File: src/rtl/pdm_pkg.sv
package pdm_pkg;

  // --------------------------------------------------------------
  // Register map
  // --------------------------------------------------------------
  localparam int          ADDR_W         = 12;
  localparam int          DATA_W         = 32;
  localparam int          PORT_W         = 8;
  localparam int          PIN_CNT        = 3;
  localparam int          FIRST_PIN      = 5;
  localparam int          CTRL_W         = 5;
  localparam logic [11:0] REG_PIN_VALUE  = 12'h000;
  localparam logic [11:0] REG_LATCH      = 12'h004;
  localparam logic [11:0] REG_DIRECTION  = 12'h008;
  localparam logic [11:0] REG_CONTROL    = 12'h00C;
  localparam logic [11:0] REG_OWNER      = 12'h010;

  // --------------------------------------------------------------
  // Reset values and control fields
  // --------------------------------------------------------------
  localparam logic [7:0]  LATCH_RESET    = 8'h00;
  localparam logic [7:0]  DIR_RESET      = 8'hFF;
  localparam logic [4:0]  CTRL_RESET     = 5'h00;
  localparam int          CTRL_MEM_EN    = 0;
  localparam int          CTRL_PSP_EN    = 1;
  localparam int          CTRL_SER_EN    = 2;
  localparam int          CTRL_SER_I2C   = 3;
  localparam int          CTRL_I2C_SMB   = 4;

  // --------------------------------------------------------------
  // Types
  // --------------------------------------------------------------
  typedef enum logic [1:0] {
    OWN_PORT,
    OWN_MEM,
    OWN_PSP,
    OWN_SERIAL
  } pdm_owner_type;

  typedef enum logic [1:0] {
    IN_SCHMITT,
    IN_TTL,
    IN_I2C,
    IN_SMB
  } pdm_intype_type;

  // Memory bus first, then serial, then parallel port
  function automatic pdm_owner_type pdm_pick_owner(input logic mem,
                                                   input logic ser,
                                                   input logic parallel_slave_port);
    pdm_owner_type o;
    o = OWN_PORT;
    if (mem) begin
      o = OWN_MEM;
    end else if (ser) begin
      o = OWN_SERIAL;
    end else if (parallel_slave_port) begin
      o = OWN_PSP;
    end
    return o;
  endfunction

endpackage

File: src/rtl/pdm_pin_mux.sv
`timescale 1ns/10ps
// Behaviour
// - Memory bus drives pins 5,6 first
// - Memory bus drives pin 7 first
// - Memory read cycles capture pins 5-7
// - Parallel read drives latch bits out
// - Parallel write data taken from pins
// - Direction ignored under memory/parallel ownership
// - SPI data input on pin 5
// - SPI clock on pin 6 by direction
// - Two-wire outputs beat parallel and port
// - Two-wire input type follows configuration
// - Pin 7 gives slave select input
module pdm_pin_mux
  import pdm_pkg::*;
(
  input  wire logic               clk,
  input  wire logic               reset,
  input  wire logic               psel,
  input  wire logic               penable,
  input  wire logic               pwrite,
  input  wire logic [ADDR_W-1:0]  paddr,
  input  wire logic [DATA_W-1:0]  pwdata,
  output logic [DATA_W-1:0]       prdata,
  output logic                    pready,
  output logic                    pslverr,
  input  wire logic [PIN_CNT-1:0] pinIn,
  output logic [PIN_CNT-1:0]      pinOut,
  output logic [PIN_CNT-1:0]      pinOeN,
  output pdm_intype_type          pinInType [PIN_CNT],
  input  wire logic [PIN_CNT-1:0] memAddrDataOut,
  input  wire logic               memDriveBus,
  input  wire logic               memReadCycle,
  output logic [PIN_CNT-1:0]      memDataIn,
  input  wire logic               pspReadStrobe,
  input  wire logic               pspWriteStrobe,
  output logic [PIN_CNT-1:0]      pspWriteData,
  input  wire logic               spiClockOut,
  input  wire logic               twoWireDataOut,
  input  wire logic               twoWireClockOut,
  output logic                    serialDataIn,
  output logic                    serialClockIn,
  output logic                    twoWireDataIn,
  output logic                    twoWireClockIn,
  output logic                    slaveSelectInN
);

  // --------------------------------------------------------------
  // Registers
  // --------------------------------------------------------------
  logic [PORT_W-1:0]  latch_q;
  logic [PORT_W-1:0]  dir_q;
  logic [CTRL_W-1:0]  ctrl_q;
  logic [PIN_CNT-1:0] pinSample_q;
  logic               pready_q;
  logic [DATA_W-1:0]  prdata_q;
  logic               pslverr_q;
  logic [PIN_CNT-1:0] pinOut_q;
  logic [PIN_CNT-1:0] pinOeN_q;
  pdm_intype_type     inType_q [PIN_CNT];
  pdm_intype_type     inType_d [PIN_CNT];
  logic [PIN_CNT-1:0] memDataIn_q;
  logic [PIN_CNT-1:0] pspWriteData_q;
  logic               serialDataIn_q;
  logic               serialClockIn_q;
  logic               twoWireDataIn_q;
  logic               twoWireClockIn_q;
  logic               slaveSelectInN_q;

  // --------------------------------------------------------------
  // Bus decode
  // --------------------------------------------------------------
  wire logic              setupPhase;
  wire logic              accessDone;
  wire logic              writeDone;
  wire logic              hitPin;
  wire logic              hitLatch;
  wire logic              hitDir;
  wire logic              hitCtrl;
  wire logic              hitOwner;
  wire logic              hitAny;
  wire logic [DATA_W-1:0] readWord;
  wire logic [5:0]        ownerWord;

  assign setupPhase = psel & ~penable;
  assign accessDone = psel & penable & pready_q;
  assign writeDone  = accessDone & pwrite;
  assign hitPin     = (paddr == REG_PIN_VALUE);
  assign hitLatch   = (paddr == REG_LATCH);
  assign hitDir     = (paddr == REG_DIRECTION);
  assign hitCtrl    = (paddr == REG_CONTROL);
  assign hitOwner   = (paddr == REG_OWNER);
  assign hitAny     = hitPin | hitLatch | hitDir | hitCtrl | hitOwner;

  // Lower pins live elsewhere, so their value reads back from the latch
  assign readWord =
    hitPin   ? {24'h000000, pinSample_q, latch_q[FIRST_PIN-1:0]} :
    hitLatch ? {24'h000000, latch_q} :
    hitDir   ? {24'h000000, dir_q} :
    hitCtrl  ? {27'h0000000, ctrl_q} :
    hitOwner ? {26'h0000000, ownerWord} :
               32'h00000000;

  // --------------------------------------------------------------
  // Mode decode
  // --------------------------------------------------------------
  wire logic               memEn;
  wire logic               pspEn;
  wire logic               serEn;
  wire logic               spiMode;
  wire logic               i2cMode;
  wire logic [PIN_CNT-1:0] serOwn;
  wire logic [PIN_CNT-1:0] serBit;
  wire logic [PIN_CNT-1:0] serOd;
  wire logic [PIN_CNT-1:0] cellOut;
  wire logic [PIN_CNT-1:0] cellOeN;
  wire logic [PIN_CNT-1:0] dirHi;
  pdm_owner_type           owner [PIN_CNT];

  assign memEn   = ctrl_q[CTRL_MEM_EN];
  assign pspEn   = ctrl_q[CTRL_PSP_EN];
  assign serEn   = ctrl_q[CTRL_SER_EN];
  assign spiMode = serEn & ~ctrl_q[CTRL_SER_I2C];
  assign i2cMode = serEn & ctrl_q[CTRL_SER_I2C];
  assign dirHi   = dir_q[PORT_W-1:FIRST_PIN];

  // Serial owns a pin only while it has something to drive
  assign serOwn = {1'b0, i2cMode | (spiMode & ~dirHi[1]), i2cMode};
  assign serBit = {1'b1, i2cMode ? twoWireClockOut : spiClockOut,
                   twoWireDataOut};
  assign serOd  = {1'b1, i2cMode, 1'b1};

  assign ownerWord = {owner[2], owner[1], owner[0]};

  // --------------------------------------------------------------
  // Pin cells
  // --------------------------------------------------------------
  for (genvar i = 0; i < PIN_CNT; i++) begin : g_pin
    assign owner[i] = pdm_pick_owner(memEn, serOwn[i], pspEn);
    pdm_pin_cell u_cell (
      .owner        (owner[i]),
      .memBit       (memAddrDataOut[i]),
      .memDrive     (memDriveBus),
      .serBit       (serBit[i]),
      .serOpenDrain (serOd[i]),
      .pspRead      (pspReadStrobe),
      .latchBit     (latch_q[FIRST_PIN+i]),
      .dirBit       (dirHi[i]),
      .outBit       (cellOut[i]),
      .oeN          (cellOeN[i])
    );
  end

  // --------------------------------------------------------------
  // Input buffer type
  // --------------------------------------------------------------
  // Level choice only; the pad itself is outside this block
  always_comb begin
    for (int i = 0; i < PIN_CNT; i++) begin
      inType_d[i] = IN_SCHMITT;
      if (memEn || pspEn) begin
        inType_d[i] = IN_TTL;
      end
    end
    if (i2cMode && !memEn) begin
      inType_d[0] = ctrl_q[CTRL_I2C_SMB] ? IN_SMB : IN_I2C;
      inType_d[1] = ctrl_q[CTRL_I2C_SMB] ? IN_SMB : IN_I2C;
    end
    if (spiMode && dirHi[2] && !memEn) begin
      inType_d[2] = IN_TTL;
    end
  end

  // --------------------------------------------------------------
  // Register file
  // --------------------------------------------------------------
  always_ff @(posedge clk) begin
    if (reset) begin
      latch_q <= LATCH_RESET;
      dir_q   <= DIR_RESET;
      ctrl_q  <= CTRL_RESET;
    end else if (writeDone) begin
      if (hitPin || hitLatch) begin
        latch_q <= pwdata[PORT_W-1:0];
      end
      if (hitDir) begin
        dir_q <= pwdata[PORT_W-1:0];
      end
      if (hitCtrl) begin
        ctrl_q <= pwdata[CTRL_W-1:0];
      end
    end
  end

  // Answer prepared in setup, so every access takes one wait-free cycle
  always_ff @(posedge clk) begin
    if (reset) begin
      pready_q  <= 1'b0;
      prdata_q  <= 32'h00000000;
      pslverr_q <= 1'b0;
    end else begin
      pready_q  <= setupPhase;
      prdata_q  <= setupPhase ? readWord : prdata_q;
      pslverr_q <= setupPhase & ~hitAny;
    end
  end

  // --------------------------------------------------------------
  // Pin and engine side
  // --------------------------------------------------------------
  always_ff @(posedge clk) begin
    if (reset) begin
      pinOut_q    <= 3'h0;
      pinOeN_q    <= 3'h7;
      pinSample_q <= 3'h0;
      inType_q    <= '{default: IN_SCHMITT};
    end else begin
      pinOut_q    <= cellOut;
      pinOeN_q    <= cellOeN;
      pinSample_q <= pinIn;
      inType_q    <= inType_d;
    end
  end

  always_ff @(posedge clk) begin
    if (reset) begin
      memDataIn_q    <= 3'h0;
      pspWriteData_q <= 3'h0;
    end else begin
      if (memEn && memReadCycle) begin
        memDataIn_q <= pinIn;
      end
      if (pspEn && !memEn && pspWriteStrobe) begin
        pspWriteData_q <= pinIn;
      end
    end
  end

  // Inputs park at idle levels when not routed to the serial engine
  always_ff @(posedge clk) begin
    if (reset) begin
      serialDataIn_q   <= 1'b0;
      serialClockIn_q  <= 1'b0;
      twoWireDataIn_q  <= 1'b1;
      twoWireClockIn_q <= 1'b1;
      slaveSelectInN_q <= 1'b1;
    end else begin
      serialDataIn_q   <= (spiMode && dirHi[0]) ? pinIn[0] : 1'b0;
      serialClockIn_q  <= (spiMode && dirHi[1]) ? pinIn[1] : 1'b0;
      twoWireDataIn_q  <= i2cMode ? pinIn[0] : 1'b1;
      twoWireClockIn_q <= i2cMode ? pinIn[1] : 1'b1;
      slaveSelectInN_q <= (spiMode && dirHi[2]) ? pinIn[2] : 1'b1;
    end
  end

  assign prdata         = prdata_q;
  assign pready         = pready_q;
  assign pslverr        = pslverr_q;
  assign pinOut         = pinOut_q;
  assign pinOeN         = pinOeN_q;
  assign pinInType      = inType_q;
  assign memDataIn      = memDataIn_q;
  assign pspWriteData   = pspWriteData_q;
  assign serialDataIn   = serialDataIn_q;
  assign serialClockIn  = serialClockIn_q;
  assign twoWireDataIn  = twoWireDataIn_q;
  assign twoWireClockIn = twoWireClockIn_q;
  assign slaveSelectInN = slaveSelectInN_q;
endmodule // pdm_pin_mux

File: src/rtl/pdm_pin_cell.sv
`timescale 1ns/10ps
module pdm_pin_cell
  import pdm_pkg::*;
(
  input  pdm_owner_type owner,
  input  wire logic     memBit,
  input  wire logic     memDrive,
  input  wire logic     serBit,
  input  wire logic     serOpenDrain,
  input  wire logic     pspRead,
  input  wire logic     latchBit,
  input  wire logic     dirBit,
  output logic          outBit,
  output logic          oeN
);

  // ----------------------------------------------------------
  // Per-pin driver selection
  // ----------------------------------------------------------
  // Owned pins ignore the direction bit
  always_comb begin
    outBit = latchBit;
    oeN    = 1'b1;
    case (owner)
      OWN_MEM: begin
        outBit = memBit;
        oeN    = ~memDrive;
      end
      OWN_SERIAL: begin
        // Open drain only pulls low, never drives high
        outBit = serBit;
        oeN    = serOpenDrain ? serBit : 1'b0;
      end
      OWN_PSP: begin
        outBit = latchBit;
        oeN    = ~pspRead;
      end
      OWN_PORT: begin
        outBit = latchBit;
        oeN    = dirBit;
      end
      default: begin
        outBit = latchBit;
        oeN    = 1'b1;
      end
    endcase
  end

endmodule // pdm_pin_cell

File: config.mk
export PLATFORM = sky130hd
export DESIGN_NAME = pdm_pin_mux
export DESIGN_NICKNAME = d
export VERILOG_FILES = /design/src/rtl/pdm_pkg.sv /design/src/rtl/pdm_pin_mux.sv /design/src/rtl/pdm_pin_cell.sv
export SDC_FILE = /design/constraint.sdc
export NUM_CORES = 1
export LEC_CHECK = 0
export ABC_CLOCK_PERIOD_IN_PS = 1950
export BUFFER_PORTS_ARGS = -buffer_cell sky130_fd_sc_hd__buf_2
export CAP_MARGIN = 10
export CORE_ASPECT_RATIO = 2
export CORE_UTILIZATION = 47
export CTS_CLUSTER_SIZE = 24
export DETAILED_ROUTE_END_ITERATION = 12
export PLACE_DENSITY = 0.9
export SLEW_MARGIN = 20
export SYNTH_ARGS = -nofsm -noshare
export SYNTH_HDL_FRONTEND = slang
export SYNTH_HIERARCHICAL = 1
export SYNTH_SLANG_ARGS = --single-unit
File: constraint.sdc
create_clock -name clk -period 1.95 [get_ports clk]
set_input_delay 0.0975 -clock clk [delete_from_list [all_inputs] [get_ports clk]]
set_output_delay 0.0975 -clock clk [all_outputs]
set_load 0.05 [all_outputs]
Yosys cells after proc, flatten, opt, wreduce, memory -nomap -nowiden

Index checks and enable logic that the tools add are counted.

Bits in registers: 81
Word-level logic and storage cells: 105
Output and inout port bits: 57
Input port bits: 62

Multiplexer cells: 23
Bitwise operators: 23
Equality and inequality tests: 13
Reduce and logical (&&, ||, !) cells: 26

Operators by type and width:

| operator              | count |
|---|---|
| $eq A12 B4 Y1 const B | 2 |
| $mux W8               | 3 |
| $reduce_or A2 Y1      | 8 |
| $eq A12 B3 Y1 const B | 1 |
| $eq A12 B5 Y1 const B | 1 |
| $eq A2 B2 Y1 const B  | 6 |
| $logic_not A12 Y1     | 1 |
| $mux W2               | 6 |
| $mux W6               | 2 |
| $pmux W1 S4           | 3 |
| $not A1 Y1            | 10 |
| $pmux W1 S3           | 3 |
| $and A1 B1 Y1         | 8 |
| $logic_and A1 B1 Y1   | 8 |
| $eq A2 B1 Y1 const B  | 3 |
| $logic_not A2 Y1      | 3 |
| $reduce_and A2 Y1     | 3 |
| $mux W1               | 5 |
| $or A1 B1 Y1          | 5 |
| $mux W4               | 1 |
| $logic_or A1 B1 Y1    | 2 |
| $logic_not A1 Y1      | 1 |

Depth between registers and ports, before layout

Depth after elaboration: 11
Depth in mapped cells: 7
Depth with buffers taken out: 6

Cells and area by module

The synthesis kept the hierarchy.

By module, submodules not included:

| module       | seq. area each (sq um) | area an instance (sq um) | cells an instance | instances |
|---|---|---|---|---|
| pdm_pin_mux  | 1,081.0                | 2,523.7                  | 277               | 1 |
| pdm_pin_cell | 0.0                    | 61.3                     | 8                 | 3 |

Worst setup path before layout

Ideal clock, no wire load.

Path type: register -> register
Start: register ctrl_q[0]
End: register pinOeN_q[0] (netlist: pinOeN[0])
Required time: 1,827 ps
Stages on the path, launching flop included: 6
Arrival time: 1,554 ps
Setup time: 123 ps
Clock period less this slack: 1,677 ps
Setup slack: 273 ps
Buffers on the path: 1
Path through: dfxtp_1 -> clkbuf_1 -> nor2_1 -> nor2b_4 -> o32a_1 -> or2_2

RTL lines:

| element                | RTL line           | text |
|---|---|---|
| from (decl)            | pdm_pin_mux.sv:53  | `logic [CTRL_W-1:0] ctrl_q;` |
| from (signal assigned) | pdm_pin_mux.sv:190 | `ctrl_q <= pwdata[CTRL_W-1:0];` |
| to (signal assigned)   | pdm_pin_mux.sv:219 | `pinOeN_q <= cellOeN;` |
| to (decl)              | pdm_pin_mux.sv:59  | `logic [PIN_CNT-1:0] pinOeN_q;` |

==> metrics.cfg <==
[setup_path]
start_kind=flop
worst-path-max-fanout=8
arrival_ps=1960
path_delay_family=simple AND/OR/NAND/NOR gates
path_depth=5
r2r_cells=5
crit_path_end_kind=flop
crit_path_max_incr_delay_ps=490
critical_path.slowest_cell=dfxtp_1
rrSetupSlack_ps=200
cp.required_ps=2160
cp.buffers_inverters=0
critical_path_class=flop to flop
crit_path_cell_trace=a21oi_1, nor2_1, nor2b_1, o32a_1, or2_2

[sta]
setup_violations=0
slew_viol_final=0
fin_crit_ps=1750
fin_worst_skew_ps=6.21
rsz0062_at_grt=no
slew_headroom_pct=59.7
fin_tns_setup_ps=0
tightestPinTransition_ps=605
max_freq_mhz=572
fin_crit_sh_pct=89.7
hold_violations=0

[clock_tree]
clock_latency_ps=310
root_buffer=clkbuf_8
tritoncts=done
cts_resized=0
cts_setup_buffers=0
clockBufferDepth=2
clk_pin_slew_ps=100
clock_sinks=54
cts_buffers=5
htree_levels=2

[die]
fp.dieH_um=109
fp.dieArea_um2=6090
core-area_um2=5470
initial_core_util_pct=49.5
io_pins=119
row_count=38
die_w_um=55.7

[detailed_routing]
first_pass_iters=4
first_iter_violations=92
drc=0
ant_nets=0
vias=2316
totalWireLength_um=6300
via_per_inst=5.36
wl_per_cell_um=14.6

[power]
p_switching_mw=0.603
p_per_area_nw_per_um2=659
seqPwrFrac_pct=54.8
power_mw=2.04
pwr-share-comb_pct=13.5
vdd_ir_drop_max_uv=581
switching_share_pct=29.6
p_clk_share_pct=31.7
leakage_nw=1.39
intPower_mw=1.43

[run]
drv_cap=0

[placed_design]
portBuffers=69
dp_hpwl_um=4840
gp_congestion=0.921

[global_route]
overflow=0
grt_pass1_vias=2133
grt_pass1_wl_um=9800
antenna_found_initial=2
grt_max_degree=36
grt_usage_pct=20.9

[layout]
nFillCells=478
drive_gt1_share_pct=29.7
layout.nets=431
area_growth_pct=14.1

[yosys]
synthAdderAreaFrac_pct=0
synth.area.mux_share_pct=7.53
synthXorXnorAreaFrac_pct=0
synth_ff_type=dfxtp_1
synth_edf_count=0
synth_area_per_cell_um2=9.00
synth_area_leaders=dfxtp_1, buf_4, mux2i_1, nor2_1, nor2b_1
synth_top_family_by_area=simple AND/OR/NAND/NOR gates
ys_ff_latch=54
synth_compound_gate_area_share_pct=13.2
ys_warn_count=6
synthDominantCellAreaShare_pct=39.9
synth_cell_types=46
yosys.area_share.simple_pct=26.8
synth_common_cells=dfxtp_1, nor2_1, buf_4, nor2b_1
synth_area_um2=2710
async_flop_share_pct=0
yosysTopAreaCell=dfxtp_1
yosysMostFrequentCell=dfxtp_1
syn_inst=301
ys_seq_area_share_pct=39.9

[worst_hold_path]
hp-class=primary input to flop
hold_depth=2

[run_status]
status=complete, no violations

==> cell usage in the layout, fill, tap and decap left out, types with 2 or more instances in the layout <==
cell type,netlist,routed
nand4_1,2,2
o21ai_0,8,8
and3_2,7,7
a21boi_0,2,2
nor2b_4,3,3
a211o_1,8,8
dfxtp_1,54,54
nand3_1,10,10
a21o_1,2,2
nand4_2,2,2
nand2b_1,7,7
mux2i_1,17,17
nor2_1,34,34
a32oi_1,2,2
diode_2,0,2
or3_1,2,2
nand3b_1,2,2
o22ai_1,4,4
and3_1,2,2
buf_4,28,9
a221oi_1,4,4
conb_1,2,29
or2_2,3,3
nor2b_1,20,20
nor4_1,2,2
o32a_1,3,3
clkbuf_8,0,5
inv_1,4,4
nand2_1,12,12
nor3b_1,2,2
a21oi_1,17,17
buf_2,2,69
nor3_1,6,6
mux2_2,3,3
==> registers in the layout, summed over array words and instances, names as in the netlist, 5 cells and up <==
name     flops
dir_q        8
latch_q      8
prdata       8
ctrl_q       5
==> power groups by stage <==
stage	clock (mW)	sequential, mW	combinational [mW]
3_5_place_dp	0	1.14	0.270
4_1_cts	0.655	1.12	0.272
5_1_grt	0.706	1.12	0.288
3_3_place_gp	0	1.14	0.266
6_report	0.646	1.12	0.274
2_1_floorplan	0	1.16	0.212
==> cells by family (layout without fill, tap and decap cells) <==
kind of cell           after synthesis  in the layout
DFF                                 54             54
AOI/OAI and AO/OA                   53             53
muxes                               20             20
and+or+nand+nor                    123            123
other                                2             31
buffers and inverters               49             91
==> final timing paths <==
path | end | start
worst max-delay path | pinOeN[0] | ctrl_q[2]
worst min register to register | memDataIn[2] | memDataIn[2]
worst min-delay path | dir_q[5] | pwdata[5]
worst max register to register | pinOeN[0] | ctrl_q[2]
==> through the flow <==
| stage | setup slack [ps] | utilization, % | area [um^2] | hold WS, ps | std cells |
|---|---|---|---|---|---|
| 5_1_grt | 61.9 | 56.5 | 3090 | 10.8 | 432 |
| 3_3_place_gp | 260 | 54.5 | 2980 | 317 | 421 |
| 2_1_floorplan | 273 | - | 2810 | 201 | 328 |
| 4_1_cts | 222 | 56.4 | 3090 | 3.10 | 430 |
| 3_5_place_dp | 203 | 54.5 | 2980 | 320 | 421 |
| 6_report | 202 | 56.5 | 3090 | 9.09 | 432 |
==> metal layers <==
layer	vias up	wire length [um]	track usage, %
met5	-	0	0
met4	0	351	15.4
met3	21	323	3.65
met2	107	3420	38.7
met1	1063	2200	20.3
li1	1125	-	-
==> final cells by class <==
cell class / count / area (um^2) / area share (%)
antenna: 2 / 5.00 / 0.162
clock buffer: 5 / 68.8 / 2.23
clock inverter: 3 / 25.0 / 0.810
inverter: 4 / 15.0 / 0.486
multi-input combinational: 225 / 1400 / 45.2
sequential: 54 / 1080 / 35.0
tap: 60 / 75.1 / 2.43
timing repair buffer: 79 / 423 / 13.7
==> worst reg2reg max path, delay by kind of cell (launching register included) <==
kind,cells,cell delay [ps]
compound gates,2,420
simple gates,3,730
flops,1,490
==> what timing repair did <==
| action | 4_1_cts | 5_1_grt |
|---|---|---|
| endpoints found under the hold margin | 1 | 0 |
| hold buffers | 1 | 0 |
| endpoints found under the setup margin | 0 | 0 |
No activity file was read; power rests on OpenSTA's default activity.
